**src/rtl/tlrr_pkg.sv**
```systemverilog
// Constants for the transceiver receiver reset and recovery status block.
// Assumes a single 50 MHz parallel clock and a core-side reset controller.
//
// Contract
// - When lock-to-data is selected the clock recovery switches to data lock and aligns; in automatic mode the code ignores it and follows the link.
// - Synthesizer lock drops when the reference is lost and rises once relocked.
// - In PCIe and Basic modes a signal-detect output flags link presence.
// - In automatic mode loss of link drops frequency lock as recovery falls back.
// - During recovery frequency lock may toggle between reference and data lock.
package tlrr_pkg;

	// ==========================================================
	// Functional modes
	typedef enum logic [1:0]
	{
		TLRR_MODE_BASIC = 2'h0,
		TLRR_MODE_PCIE  = 2'h1,
		TLRR_MODE_OTHER = 2'h2
	} tlrr_mode_t;

	// ==========================================================
	// Recovery state machine
	typedef enum logic [1:0]
	{
		TLRR_ST_REF  = 2'h0,
		TLRR_ST_DATA = 2'h1,
		TLRR_ST_LOCK = 2'h2
	} tlrr_state_t;

	// ==========================================================
	// Register offsets (plain port)
	localparam logic [3:0]  TLRR_REG_CTRL   = 4'h0;
	localparam logic [3:0]  TLRR_REG_STATUS = 4'h1;
	localparam logic [3:0]  TLRR_REG_LOSS   = 4'h2;

	// Control field positions
	localparam int          TLRR_CTRL_AUTO  = 0;
	localparam int          TLRR_CTRL_LTD   = 1;
	localparam int          TLRR_CTRL_MODE  = 2;
	localparam logic [7:0]  TLRR_CTRL_RESET = 8'h01;

	// ==========================================================
	// Timing: signal detect settle and frequency acquisition
	localparam int          TLRR_CLK_MHZ     = 50;
	localparam int          TLRR_ACQ_NS      = 400;
	localparam int          TLRR_ACQ_CYCLES  = (TLRR_ACQ_NS * TLRR_CLK_MHZ) / 1000;
	localparam int          TLRR_SD_NS       = 100;
	localparam int          TLRR_SD_CYCLES   = (TLRR_SD_NS * TLRR_CLK_MHZ) / 1000;

endpackage

```
**src/rtl/tlrr_sync.sv**
```systemverilog
// Two-flop synchroniser for asynchronous transceiver status pins.
// Assumes the pins change slower than the parallel clock.
`timescale 1ns/1ns
module tlrr_sync
#(
	parameter int WIDTH = 1
)
(
	// Clock and reset
	input  wire logic             clock_i,
	input  wire logic             rst_i,
	input  wire logic             ce_i,
	// Data
	input  wire logic [WIDTH-1:0] async_i,
	output logic      [WIDTH-1:0] sync_o
);

	logic [WIDTH-1:0] stage1;

	always_ff @(posedge clock_i)
	begin
		if (rst_i)
		begin
			stage1 <= '0;
			sync_o <= '0;
		end
		else if (ce_i)
		begin
			stage1 <= async_i;
			sync_o <= stage1;
		end
	end

endmodule

```
**src/rtl/tlrr_core.sv**
```systemverilog
// Receiver clock-recovery lock status and signal detect of the transceiver.
// Assumes a core reset controller drives the lock controls and digital reset.
//
// Added by the designer: the register addresses and the strobed register port.
`timescale 1ns/1ns
module tlrr_core
	import tlrr_pkg::*;
#(
	parameter int ACQ_CYCLES = tlrr_pkg::TLRR_ACQ_CYCLES,
	parameter int SD_CYCLES  = tlrr_pkg::TLRR_SD_CYCLES
)
(
	// Clock, reset, enable
	input  wire logic       clock_i,
	input  wire logic       rst_i,
	input  wire logic       ce_i,
	// Register port
	input  wire logic [3:0] addr_i,
	input  wire logic [7:0] wdata_i,
	input  wire logic       wr_i,
	input  wire logic       rd_i,
	output logic      [7:0] rdata_o,
	// Lock controls from core
	input  wire logic       lock_to_reference_mode_i,
	input  wire logic       lock_to_data_i,
	input  wire logic       rx_digital_reset_i,
	input  wire logic       force_elec_idle_i,
	// Analog status pins
	input  wire logic       ref_clock_ok_i,
	input  wire logic       serial_activity_i,
	// Status to core
	output logic            synth_locked_o,
	output logic            freq_locked_o,
	output logic            signal_detect_o,
	output logic            data_lock_mode_o,
	output logic            rx_ready_o,
	output logic            tx_idle_o
);

	// ==========================================================
	// Elaboration checks
	if (ACQ_CYCLES < 1 || ACQ_CYCLES > 255 || SD_CYCLES < 1 || SD_CYCLES > 255)
	begin : g_count_check
		$error("tlrr_core: acquisition counts out of range");
	end

	// ==========================================================
	// Counter end test, shared by the settle counters
	function automatic logic cnt_hit(input logic [7:0] cnt, input int limit);
		return cnt == 8'(limit);
	endfunction

	// ==========================================================
	// Pin synchronisers
	logic [1:0] pins_sync;
	logic       ref_ok;
	logic       activity;

	tlrr_sync #(.WIDTH(2)) u_sync
	(
		.clock_i (clock_i),
		.rst_i   (rst_i),
		.ce_i    (ce_i),
		.async_i ({ref_clock_ok_i, serial_activity_i}),
		.sync_o  (pins_sync)
	);

	assign ref_ok   = pins_sync[1];
	assign activity = pins_sync[0];

	// ==========================================================
	// Control register
	logic [7:0]  ctrl;
	logic        auto_mode;
	logic        sw_ltd;
	tlrr_mode_t  func_mode;
	logic        ctrl_wr;

	assign auto_mode = ctrl[TLRR_CTRL_AUTO];
	assign sw_ltd    = ctrl[TLRR_CTRL_LTD];
	assign func_mode = tlrr_mode_t'(ctrl[TLRR_CTRL_MODE +: 2]);
	assign ctrl_wr   = wr_i && (addr_i == TLRR_REG_CTRL);

	always_ff @(posedge clock_i)
	begin
		if (rst_i)
			ctrl <= TLRR_CTRL_RESET;
		else if (ce_i && ctrl_wr)
			ctrl <= wdata_i;
	end

	// ==========================================================
	// Synthesizer lock follows the reference, relocks after acquisition
	logic [7:0] synth_cnt;
	logic       synth_done;

	assign synth_done = cnt_hit(synth_cnt, ACQ_CYCLES);

	always_ff @(posedge clock_i)
	begin
		if (rst_i)
		begin
			synth_cnt      <= 8'h00;
			synth_locked_o <= 1'b0;
		end
		else if (ce_i)
		begin
			if (!ref_ok)
			begin
				synth_cnt      <= 8'h00;
				synth_locked_o <= 1'b0;
			end
			else if (!synth_done)
				synth_cnt <= synth_cnt + 8'h01;
			else
				synth_locked_o <= 1'b1;
		end
	end

	// ==========================================================
	// Signal detect, qualified for a settle time
	logic [7:0] sd_cnt;
	logic       sd_mode_ok;

	assign sd_mode_ok = (func_mode == TLRR_MODE_PCIE) || (func_mode == TLRR_MODE_BASIC);

	always_ff @(posedge clock_i)
	begin
		if (rst_i)
		begin
			sd_cnt          <= 8'h00;
			signal_detect_o <= 1'b0;
		end
		else if (ce_i)
		begin
			if (!activity || !sd_mode_ok)
			begin
				sd_cnt          <= 8'h00;
				signal_detect_o <= 1'b0;
			end
			else if (!cnt_hit(sd_cnt, SD_CYCLES))
				sd_cnt <= sd_cnt + 8'h01;
			else
				signal_detect_o <= 1'b1;
		end
	end

	// ==========================================================
	// Clock recovery state machine
	tlrr_state_t state;
	tlrr_state_t next_state;
	logic [7:0]  cdr_cnt;
	logic        cdr_done;
	logic        want_ltd;
	logic        link_ok;

	assign cdr_done = cnt_hit(cdr_cnt, ACQ_CYCLES);
	assign link_ok  = activity && synth_locked_o;
	assign want_ltd = auto_mode ? link_ok
		: ((lock_to_data_i || sw_ltd) && !lock_to_reference_mode_i && synth_locked_o);

	always_comb
	begin
		next_state = state;
		unique case (state)
			TLRR_ST_REF:
				if (want_ltd && (cdr_done || !auto_mode))
					next_state = TLRR_ST_DATA;
			TLRR_ST_DATA:
				if (!want_ltd)
					next_state = TLRR_ST_REF;
				else if (cdr_done)
					next_state = TLRR_ST_LOCK;
			TLRR_ST_LOCK:
				if (!want_ltd)
					next_state = TLRR_ST_REF;
			default:
				next_state = TLRR_ST_REF;
		endcase
	end

	always_ff @(posedge clock_i)
	begin
		if (rst_i)
		begin
			state   <= TLRR_ST_REF;
			cdr_cnt <= 8'h00;
		end
		else if (ce_i)
		begin
			state <= next_state;
			if (next_state != state || !synth_locked_o)
				cdr_cnt <= 8'h00;
			else if (!cdr_done)
				cdr_cnt <= cdr_cnt + 8'h01;
		end
	end

	// ==========================================================
	// Status outputs
	always_ff @(posedge clock_i)
	begin
		if (rst_i)
		begin
			freq_locked_o    <= 1'b0;
			data_lock_mode_o <= 1'b0;
			rx_ready_o       <= 1'b0;
			tx_idle_o        <= 1'b1;
		end
		else if (ce_i)
		begin
			freq_locked_o    <= (next_state == TLRR_ST_LOCK) ||
				(!auto_mode && next_state == TLRR_ST_DATA);
			data_lock_mode_o <= (next_state != TLRR_ST_REF);
			rx_ready_o       <= (next_state != TLRR_ST_REF) && !rx_digital_reset_i;
			tx_idle_o        <= force_elec_idle_i;
		end
	end

	// ==========================================================
	// Read port, data one cycle after the strobe
	logic [7:0] status_word;
	logic [7:0] rd_mux;

	assign status_word = {1'b0, tx_idle_o, rx_ready_o, data_lock_mode_o,
		signal_detect_o, freq_locked_o, synth_locked_o, ref_ok};
	assign rd_mux = (addr_i == TLRR_REG_CTRL)   ? ctrl :
		(addr_i == TLRR_REG_STATUS) ? status_word :
		(addr_i == TLRR_REG_LOSS)   ? {6'h00, state} : 8'h00;

	always_ff @(posedge clock_i)
	begin
		if (rst_i)
			rdata_o <= 8'h00;
		else if (ce_i)
			rdata_o <= rd_i ? rd_mux : 8'h00;
	end

endmodule

```
**config.mk**
```make
export PLATFORM = sky130hd
export DESIGN_NAME = tlrr_core
export DESIGN_NICKNAME = d
export VERILOG_FILES = /design/src/rtl/tlrr_pkg.sv /design/src/rtl/tlrr_sync.sv /design/src/rtl/tlrr_core.sv
export SDC_FILE = /design/constraint.sdc
export NUM_CORES = 1
export LEC_CHECK = 0
export ABC_CLOCK_PERIOD_IN_PS = 1600
export BUFFER_PORTS_ARGS = -buffer_cell sky130_fd_sc_hd__clkbuf_2
export CAP_MARGIN = 5
export CORE_MARGIN = 4
export CORE_UTILIZATION = 35
export CTS_BUF_LIST = sky130_fd_sc_hd__clkbuf_4 sky130_fd_sc_hd__clkbuf_8
export DETAILED_ROUTE_END_ITERATION = 8
export HOLD_SLACK_MARGIN = 0.02
export PLACE_DENSITY_LB_ADDON = 0.25
export SKIP_CTS_REPAIR_TIMING = 1
export SLEW_MARGIN = 10
export SYNTH_ARGS = -nofsm -noshare
export SYNTH_HDL_FRONTEND = slang
export SYNTH_HIERARCHICAL = 1
export SYNTH_SLANG_ARGS = --single-unit
```
**constraint.sdc**
```tcl
create_clock -name clock_i -period 1.6 [get_ports clock_i]
set_input_delay 0.16 -clock clock_i [delete_from_list [all_inputs] [get_ports clock_i]]
set_output_delay 0.16 -clock clock_i [all_outputs]
set_load 0.01 [all_outputs]
```
==> results.cfg, run 1 <==
[logic_synthesis]
synth.distinct_cells = 48
synthCells = 272
synthArstFlopShare_pct = 0
ys_ff_latch = 52
syn_nets = 301
synth_area_um2 = 2420
ys_seq_area_share_pct = 43.0
ys_warn_count = 6
synth_ff_type = dfxtp_1
synth.avg_cell_area_um2 = 8.91
synth_edf_count = 0

[worst_setup_path]
end_kind = register
crit_required_ps = 1780
critPathSlowestCell = o31ai_4
cp_max_fo = 6
worstSetupPathType = reg2reg
max_stage_delay_ps = 400
arrival_ps = 1870
worstSetupStartpointType = register
cp_cell_sequence = o31a_4 > mux2_4 > o31ai_4 > nor2_1

[run_status]
status = complete, but fails checks
violations = negative setup slack

[sta]
hold-worst-slack_ps = 29.9
hold_violations = 0
tightest_slew_ps = 403
period_share_pct = 106
setup_ws_ps = -91.5
clock_skew_ps = 10.8
fmax_ghz = 0.591
slew_headroom_pct = 73.1
setup_viol = 9
rsz0062_at_grt = yes
min_period_ps = 1690
setup_tns_ps = -636
drv_slew = 0

[floorplan]
coreArea_um2 = 6760
die-area_um2 = 8320
pin_count = 37
die_w_um = 91.2
num_rows = 30
fp.dieH_um = 91.2
initial_core_util_pct = 35.9

[finish]
layout-drive-gt1-share_pct = 32.8
fill_cells = 669
area_growth_pct = 30.3
diodes = 0
finalNetCount = 366

[grt]
grt_pass1_vias = 2083
grt_pass1_wl_mm = 9.63
track_usage_pct = 14.0
antenna_found_initial = 0
grt_max_degree = 17
grt_overflow_total = 0

[route]
detail_route.wl_per_cell_um = 13.7
first_pass_iters = 4
vias = 2136
drt_iter0_markers = 71
drt-total-wl_mm = 5.71
drc = 0
detail-route-antenna-nets = 0
viasPerCell = 5.11

[min_path]
worst_hold_path_type = in2reg

[pwr]
p_comb_share_pct = 6.8
ir_drop_mv = 0.412
seqPwrFrac_pct = 54.0
power.total_w = 0.00243
internal_power_w = 0.00189
leakage_nw = 1.37
p_sw_w = 0.000542
pwr_density_cell_nw_per_um2 = 769
clockPowerShare_pct = 39.2
switching_share_pct = 22.3

[placed_design]
gp_congestion = 0.807
io_buffers = 36
dpl.hpwl_mm = 4.30

[cts]
clkLatencyLatePin_ps = 310
clk_pin_slew_ps = 100
cts_buffers = 5
root_buffer = clkbuf_8
cts-htree-levels = 2
cts_tree = yes
cts.sinks = 52
clock_path_buffers = 2

[flow_run]
cap_viol_max_count = 0
## critical path: cells and delay by family (launching register included)
| kind | cells | cell delay, ps |
|---|---|---|
| AOI/OAI and AO/OA | 2 | 790 |
| DFF | 1 | 350 |
| muxes | 1 | 350 |
| and+or+nand+nor | 1 | 80 |
## per-stage QoR
| step | util (%) | setup WS (ps) | instances | instance area, um2 |
|---|---|---|---|---|
| global placement | 43.1 | -137 | 407 | 2920 |
| detailed placement | 43.1 | -234 | 407 | 2920 |
| global route | 46.7 | -187 | 418 | 3160 |
| finish | 46.7 | -91.5 | 418 | 3160 |
| CTS | 44.9 | -262 | 415 | 3040 |
| floorplan | - | -147 | 272 | 2460 |
## logic make-up (layout without fill, tap and decap cells)
logic type / count (synthesis) / in the layout / synth area share (%)
simple gates: 110 / 110 / 22.9
compound gates: 51 / 51 / 15.5
xor+xnor: 12 / 12 / 4.34
mux: 17 / 17 / 7.23
fa+ha+maj: 6 / 6 / 3.10
flops: 52 / 52 / 43.0
buf+inv: 24 / 90 / 3.98
## cell type report
class | instances | area (um2) | share of cell area, %
Sequential cell | 52 | 1050 | 33.2
Inverter | 11 | 41.3 | 1.31
Clock buffer | 6 | 82.6 | 2.61
Multi-Input combinational cell | 196 | 1400 | 44.3
Timing Repair Buffer | 71 | 447 | 14.1
Tap cell | 80 | 100 | 3.17
Clock inverter | 2 | 38.8 | 1.23
## flip-flops by register name, summed over array words and instances, names as in the netlist
| name | count |
|---|---|
| sd_cnt | 8 |
| ctrl | 8 |
| synth_locked_o | 1 |
| cdr_cnt | 8 |
| signal_detect_o | 1 |
| synth_cnt | 8 |
| freq_locked_o | 1 |
| tx_idle_o | 1 |
| state | 2 |
| rdata_o | 8 |
| u_sync/sync_o | 2 |
| u_sync/stage1 | 2 |
| rx_ready_o | 1 |
| data_lock_mode_o | 1 |
## final timing paths
check                     startpoint            end  slack (ps)  depth (start not counted)
setup reg to reg             ctrl[0]     cdr_cnt[7]         -90                          4
setup / recovery             ctrl[0]     cdr_cnt[7]         -90                          4
hold / removal    rx_digital_reset_i     rx_ready_o          30                          2
hold reg to reg        freq_locked_o  freq_locked_o         500                          2
## power groups by stage
stage / logic [W] / registers, W / clock network, W
floorplan: 0.0000815 / 0.00134 / 0
global placement: 0.000160 / 0.00134 / 0
detailed placement: 0.000161 / 0.00134 / 0
CTS: 0.000161 / 0.00131 / 0.000978
global route: 0.000183 / 0.00131 / 0.00103
finish: 0.000165 / 0.00131 / 0.000953
## synthesized netlist by cell type, types with 2 or more instances
library cell,count,share of area (%)
a22oi_1,4,1.2
nand4_1,5,1.3
nor3b_1,5,1.5
nand2b_1,4,1.0
nor2_1,45,7.0
and3_1,4,1.0
o21ai_0,9,1.9
xor2_1,9,3.3
nand3b_1,2,0.62
inv_1,11,1.7
mux2i_1,16,6.6
dfxtp_1,52,43
xnor2_1,3,1.1
ha_1,6,3.1
a21oi_1,16,3.3
nor4b_1,3,1.1
and2_1,2,0.52
nor3_1,2,0.41
clkbuf_1,8,1.2
a222oi_1,5,2.1
buf_2,4,0.83
and4b_1,2,0.83
nand3_1,4,0.83
a211oi_1,4,1.2
nand2_1,23,3.6
nor4_1,2,0.52
## placed cells by master, fill, tap and decap left out, types with 6 or more instances in the layout
cell and instances:
dfxtp_1 45, buf_4 34, dfxtp_2 7, nor2_1 44
mux2i_1 16, clkbuf_2 36, xor2_1 9, a21oi_1 15
nand2_1 23, clkbuf_8 6, o21ai_0 8, inv_1 7
## layer usage
layer,share of wire (%),track usage [%],vias up
met5,0,0,-
met4,1.1,4.15,0
met3,3.6,2.32,4
met2,48,23.8,40
met1,47,18.3,1000
li1,-,-,1092
Power figures use the tool's default switching activity.
==> run 2: changes to the inputs <==
Settings changed: ABC_AREA set to 1, CORE_UTILIZATION 35 to 25.
==> results.cfg, run 2 <==
[logic_synthesis]
synth_area_um2 = 2630
yosysTopAreaCellShare_pct = 39.5
synth_compound_area_share_pct = 15.4
synth_xor_area_share_pct = 3.66
syn_nets = 398
synth_top_family_by_area = simple AND/OR/NAND/NOR gates
synthMuxAreaShare_pct = 0
synth.avg_cell_area_um2 = 7.13
synthCells = 369
synthSimpleGateAreaFrac_pct = 28.8
synth_fa_ha_area_share_pct = 2.85
ys_seq_area_share_pct = 39.5
ys_warn_count = 6
ys_ff_latch = 52
synth.distinct_cells = 36
synth_top_cell_by_area = dfxtp_1
synth_ff_type = dfxtp_1
ys_top_cells_by_count = nand2_1, dfxtp_1, inv_1, a21oi_1, nor2_1
synth_edf_count = 0
synth_most_common_cell = nand2_1
synthArstFlopShare_pct = 0
synthTopCellsByArea = dfxtp_1, nand2_1, inv_1

[sta]
drv_slew = 0
min_period_ps = 1590
period_share_pct = 99.4
fmax_ghz = 0.629
slew_headroom_pct = 79.4
setup_viol = 0
clock_skew_ps = 9.96
hold_violations = 0
rsz0062_at_grt = yes
tightest_slew_ps = 307
hold-worst-slack_ps = 65.9
setup_tns_ps = 0

[grt]
grt_overflow_total = 0
use_met3_pct = 2.14
grt_pass1_vias = 2300
busiest_layer = met2
met2_usage_pct = 17.0
track_usage_pct = 10.3
grt_pass1_wl_mm = 10.7
antenna_found_initial = 0
met1_usage_pct = 13.4
grt_max_degree = 21

[route]
drc = 0
vias = 2527
first_pass_iters = 4
detail-route-antenna-nets = 0
drt_iter0_markers = 93
viasPerCell = 4.50
drt-total-wl_mm = 6.59
detail_route.wl_per_cell_um = 11.7

[worst_setup_path]
max_stage_delay_ps = 350
r2r-start = cdr_cnt[0]
cp_max_fo = 8
r2r_end = cdr_cnt[1]
critPathSlowestCell = dfxtp_2
crit_required_ps = 1830
reg2reg_depth = 10
arrival_ps = 1820
cp_common_cell = nand2_4
worstSetupStartpointType = register
worstSetupPathType = reg2reg
end_kind = register
regToRegSetupSlack_ps = 9
cp_cell_sequence = inv_2 > ha_4 > nand2_4 > nor2_4 > nand2_4 > nand2_4 > o21bai_4 > nand3_4 > or2_1 > a21oi_2

[cts]
clk_pin_slew_ps = 100
cts.sinks = 52
clock_path_buffers = 2
cts_buffers = 5
clkLatencyLatePin_ps = 300
root_buffer = clkbuf_8
cts-htree-levels = 2
cts_tree = yes

[pwr]
ir_drop_mv = 0.306
leakage_nw = 1.30
pwr_density_cell_nw_per_um2 = 679

[min_path]
worst_hold_path_type = in2reg
hold_depth = 3
min_delay_worst_endpoint = tx_idle_o
min_from = force_elec_idle_i

[finish]
diodes = 0
final_common_cell = nand2_1
area_growth_pct = 26.1
fin_cells = 562
multi_input_area_um2 = 1460
finalNetCount = 455
layout-drive-gt1-share_pct = 26.8
fill_cells = 1122
register_area_um2 = 1050
final_cell_mix = nand2_1, inv_1, dfxtp_1

[floorplan]
initial_core_util_pct = 25.6
pin_count = 37
num_rows = 37
die_w_um = 111
coreArea_um2 = 10300
die-area_um2 = 12200
fp.dieH_um = 111

[flow_run]
cap_viol_max_count = 0

[placed_design]
io_buffers = 36
gp_congestion = 0.819
post-place-cells = 548
dpl.hpwl_mm = 4.98

[run_status]
status = finished, final reports clean
## run 2: cell count changes in the layout (fill, tap and decap cells not counted), sizes merged, moves of 9 or more
cell / delta
mux2i: -16
nand2: +51
inv: +44
nor3: +9
buf: -12
nand3: +27
a21oi: +21
## run 2: area by class of cell
cell class / instances / area share, %
clock inverters: 2 / 0.377
well taps: 136 / 5.12
clock buffers: 5 / 2.07
inverters: 56 / 6.33
flip-flops and latches: 52 / 31.6
repair buffers: 59 / 10.6
multi-input cells: 252 / 43.9
## run 2: power by group
group	switching, W	leakage [nW]	internal [W]
combinational	0.000129	0.839	0.0000780
clock	0.000431	0.0400	0.000297
sequential	0.0000113	0.423	0.00131
total	0.000571	1.30	0.00169
## run 2: metrics by stage
stage          total power [W]  setup WS (ps)  utilization, %  instance area, um2
6_report               0.00226           8.95            32.3                3320
5_1_grt                0.00237          -63.5            32.3                3320
4_1_cts                0.00228          -55.7            30.5                3140
3_5_place_dp           0.00155          -20.4            29.8                3060
3_3_place_gp           0.00154           9.55            29.8                3060
2_1_floorplan          0.00146           24.2               -                2630
## run 2: worst max path at each step
stage,start,endpoint,cells past startpoint
after global placement,cdr_cnt[0],cdr_cnt[1],10
after CTS,cdr_cnt[0],cdr_cnt[1],10
after detailed placement,cdr_cnt[0],cdr_cnt[1],10
after global routing,cdr_cnt[0],cdr_cnt[1],10
after floorplan,cdr_cnt[0],cdr_cnt[1],10
final,cdr_cnt[0],cdr_cnt[1],10
## run 2: logic make-up (layout without fill, tap and decap cells)
group / count (synthesis) / in the layout
buffers and inverters: 65 / 122
and+or+nand+nor: 164 / 164
xor gates and xnor gates: 11 / 11
adders and majority gates: 6 / 6
AOI/OAI and AO/OA: 71 / 71
DFF: 52 / 52
## run 2: per-layer routing
| layer | wire length, um | part of all wire [%] |
|---|---|---|
| met3 | 242 | 3.7 |
| met1 | 3060 | 46 |
| met2 | 3170 | 48 |
| met4 | 113 | 1.7 |
| met5 | 0 | 0 |
## run 2: critical path, delay by kind of cell (launching register included)
kind,cells,cell delay [ps]
flip-flops,1,350
adder cells (fa/ha/maj),1,150
AO/OA/AOI/OAI,2,260
AND/OR/NAND/NOR,6,700
buffers and inverters,1,50
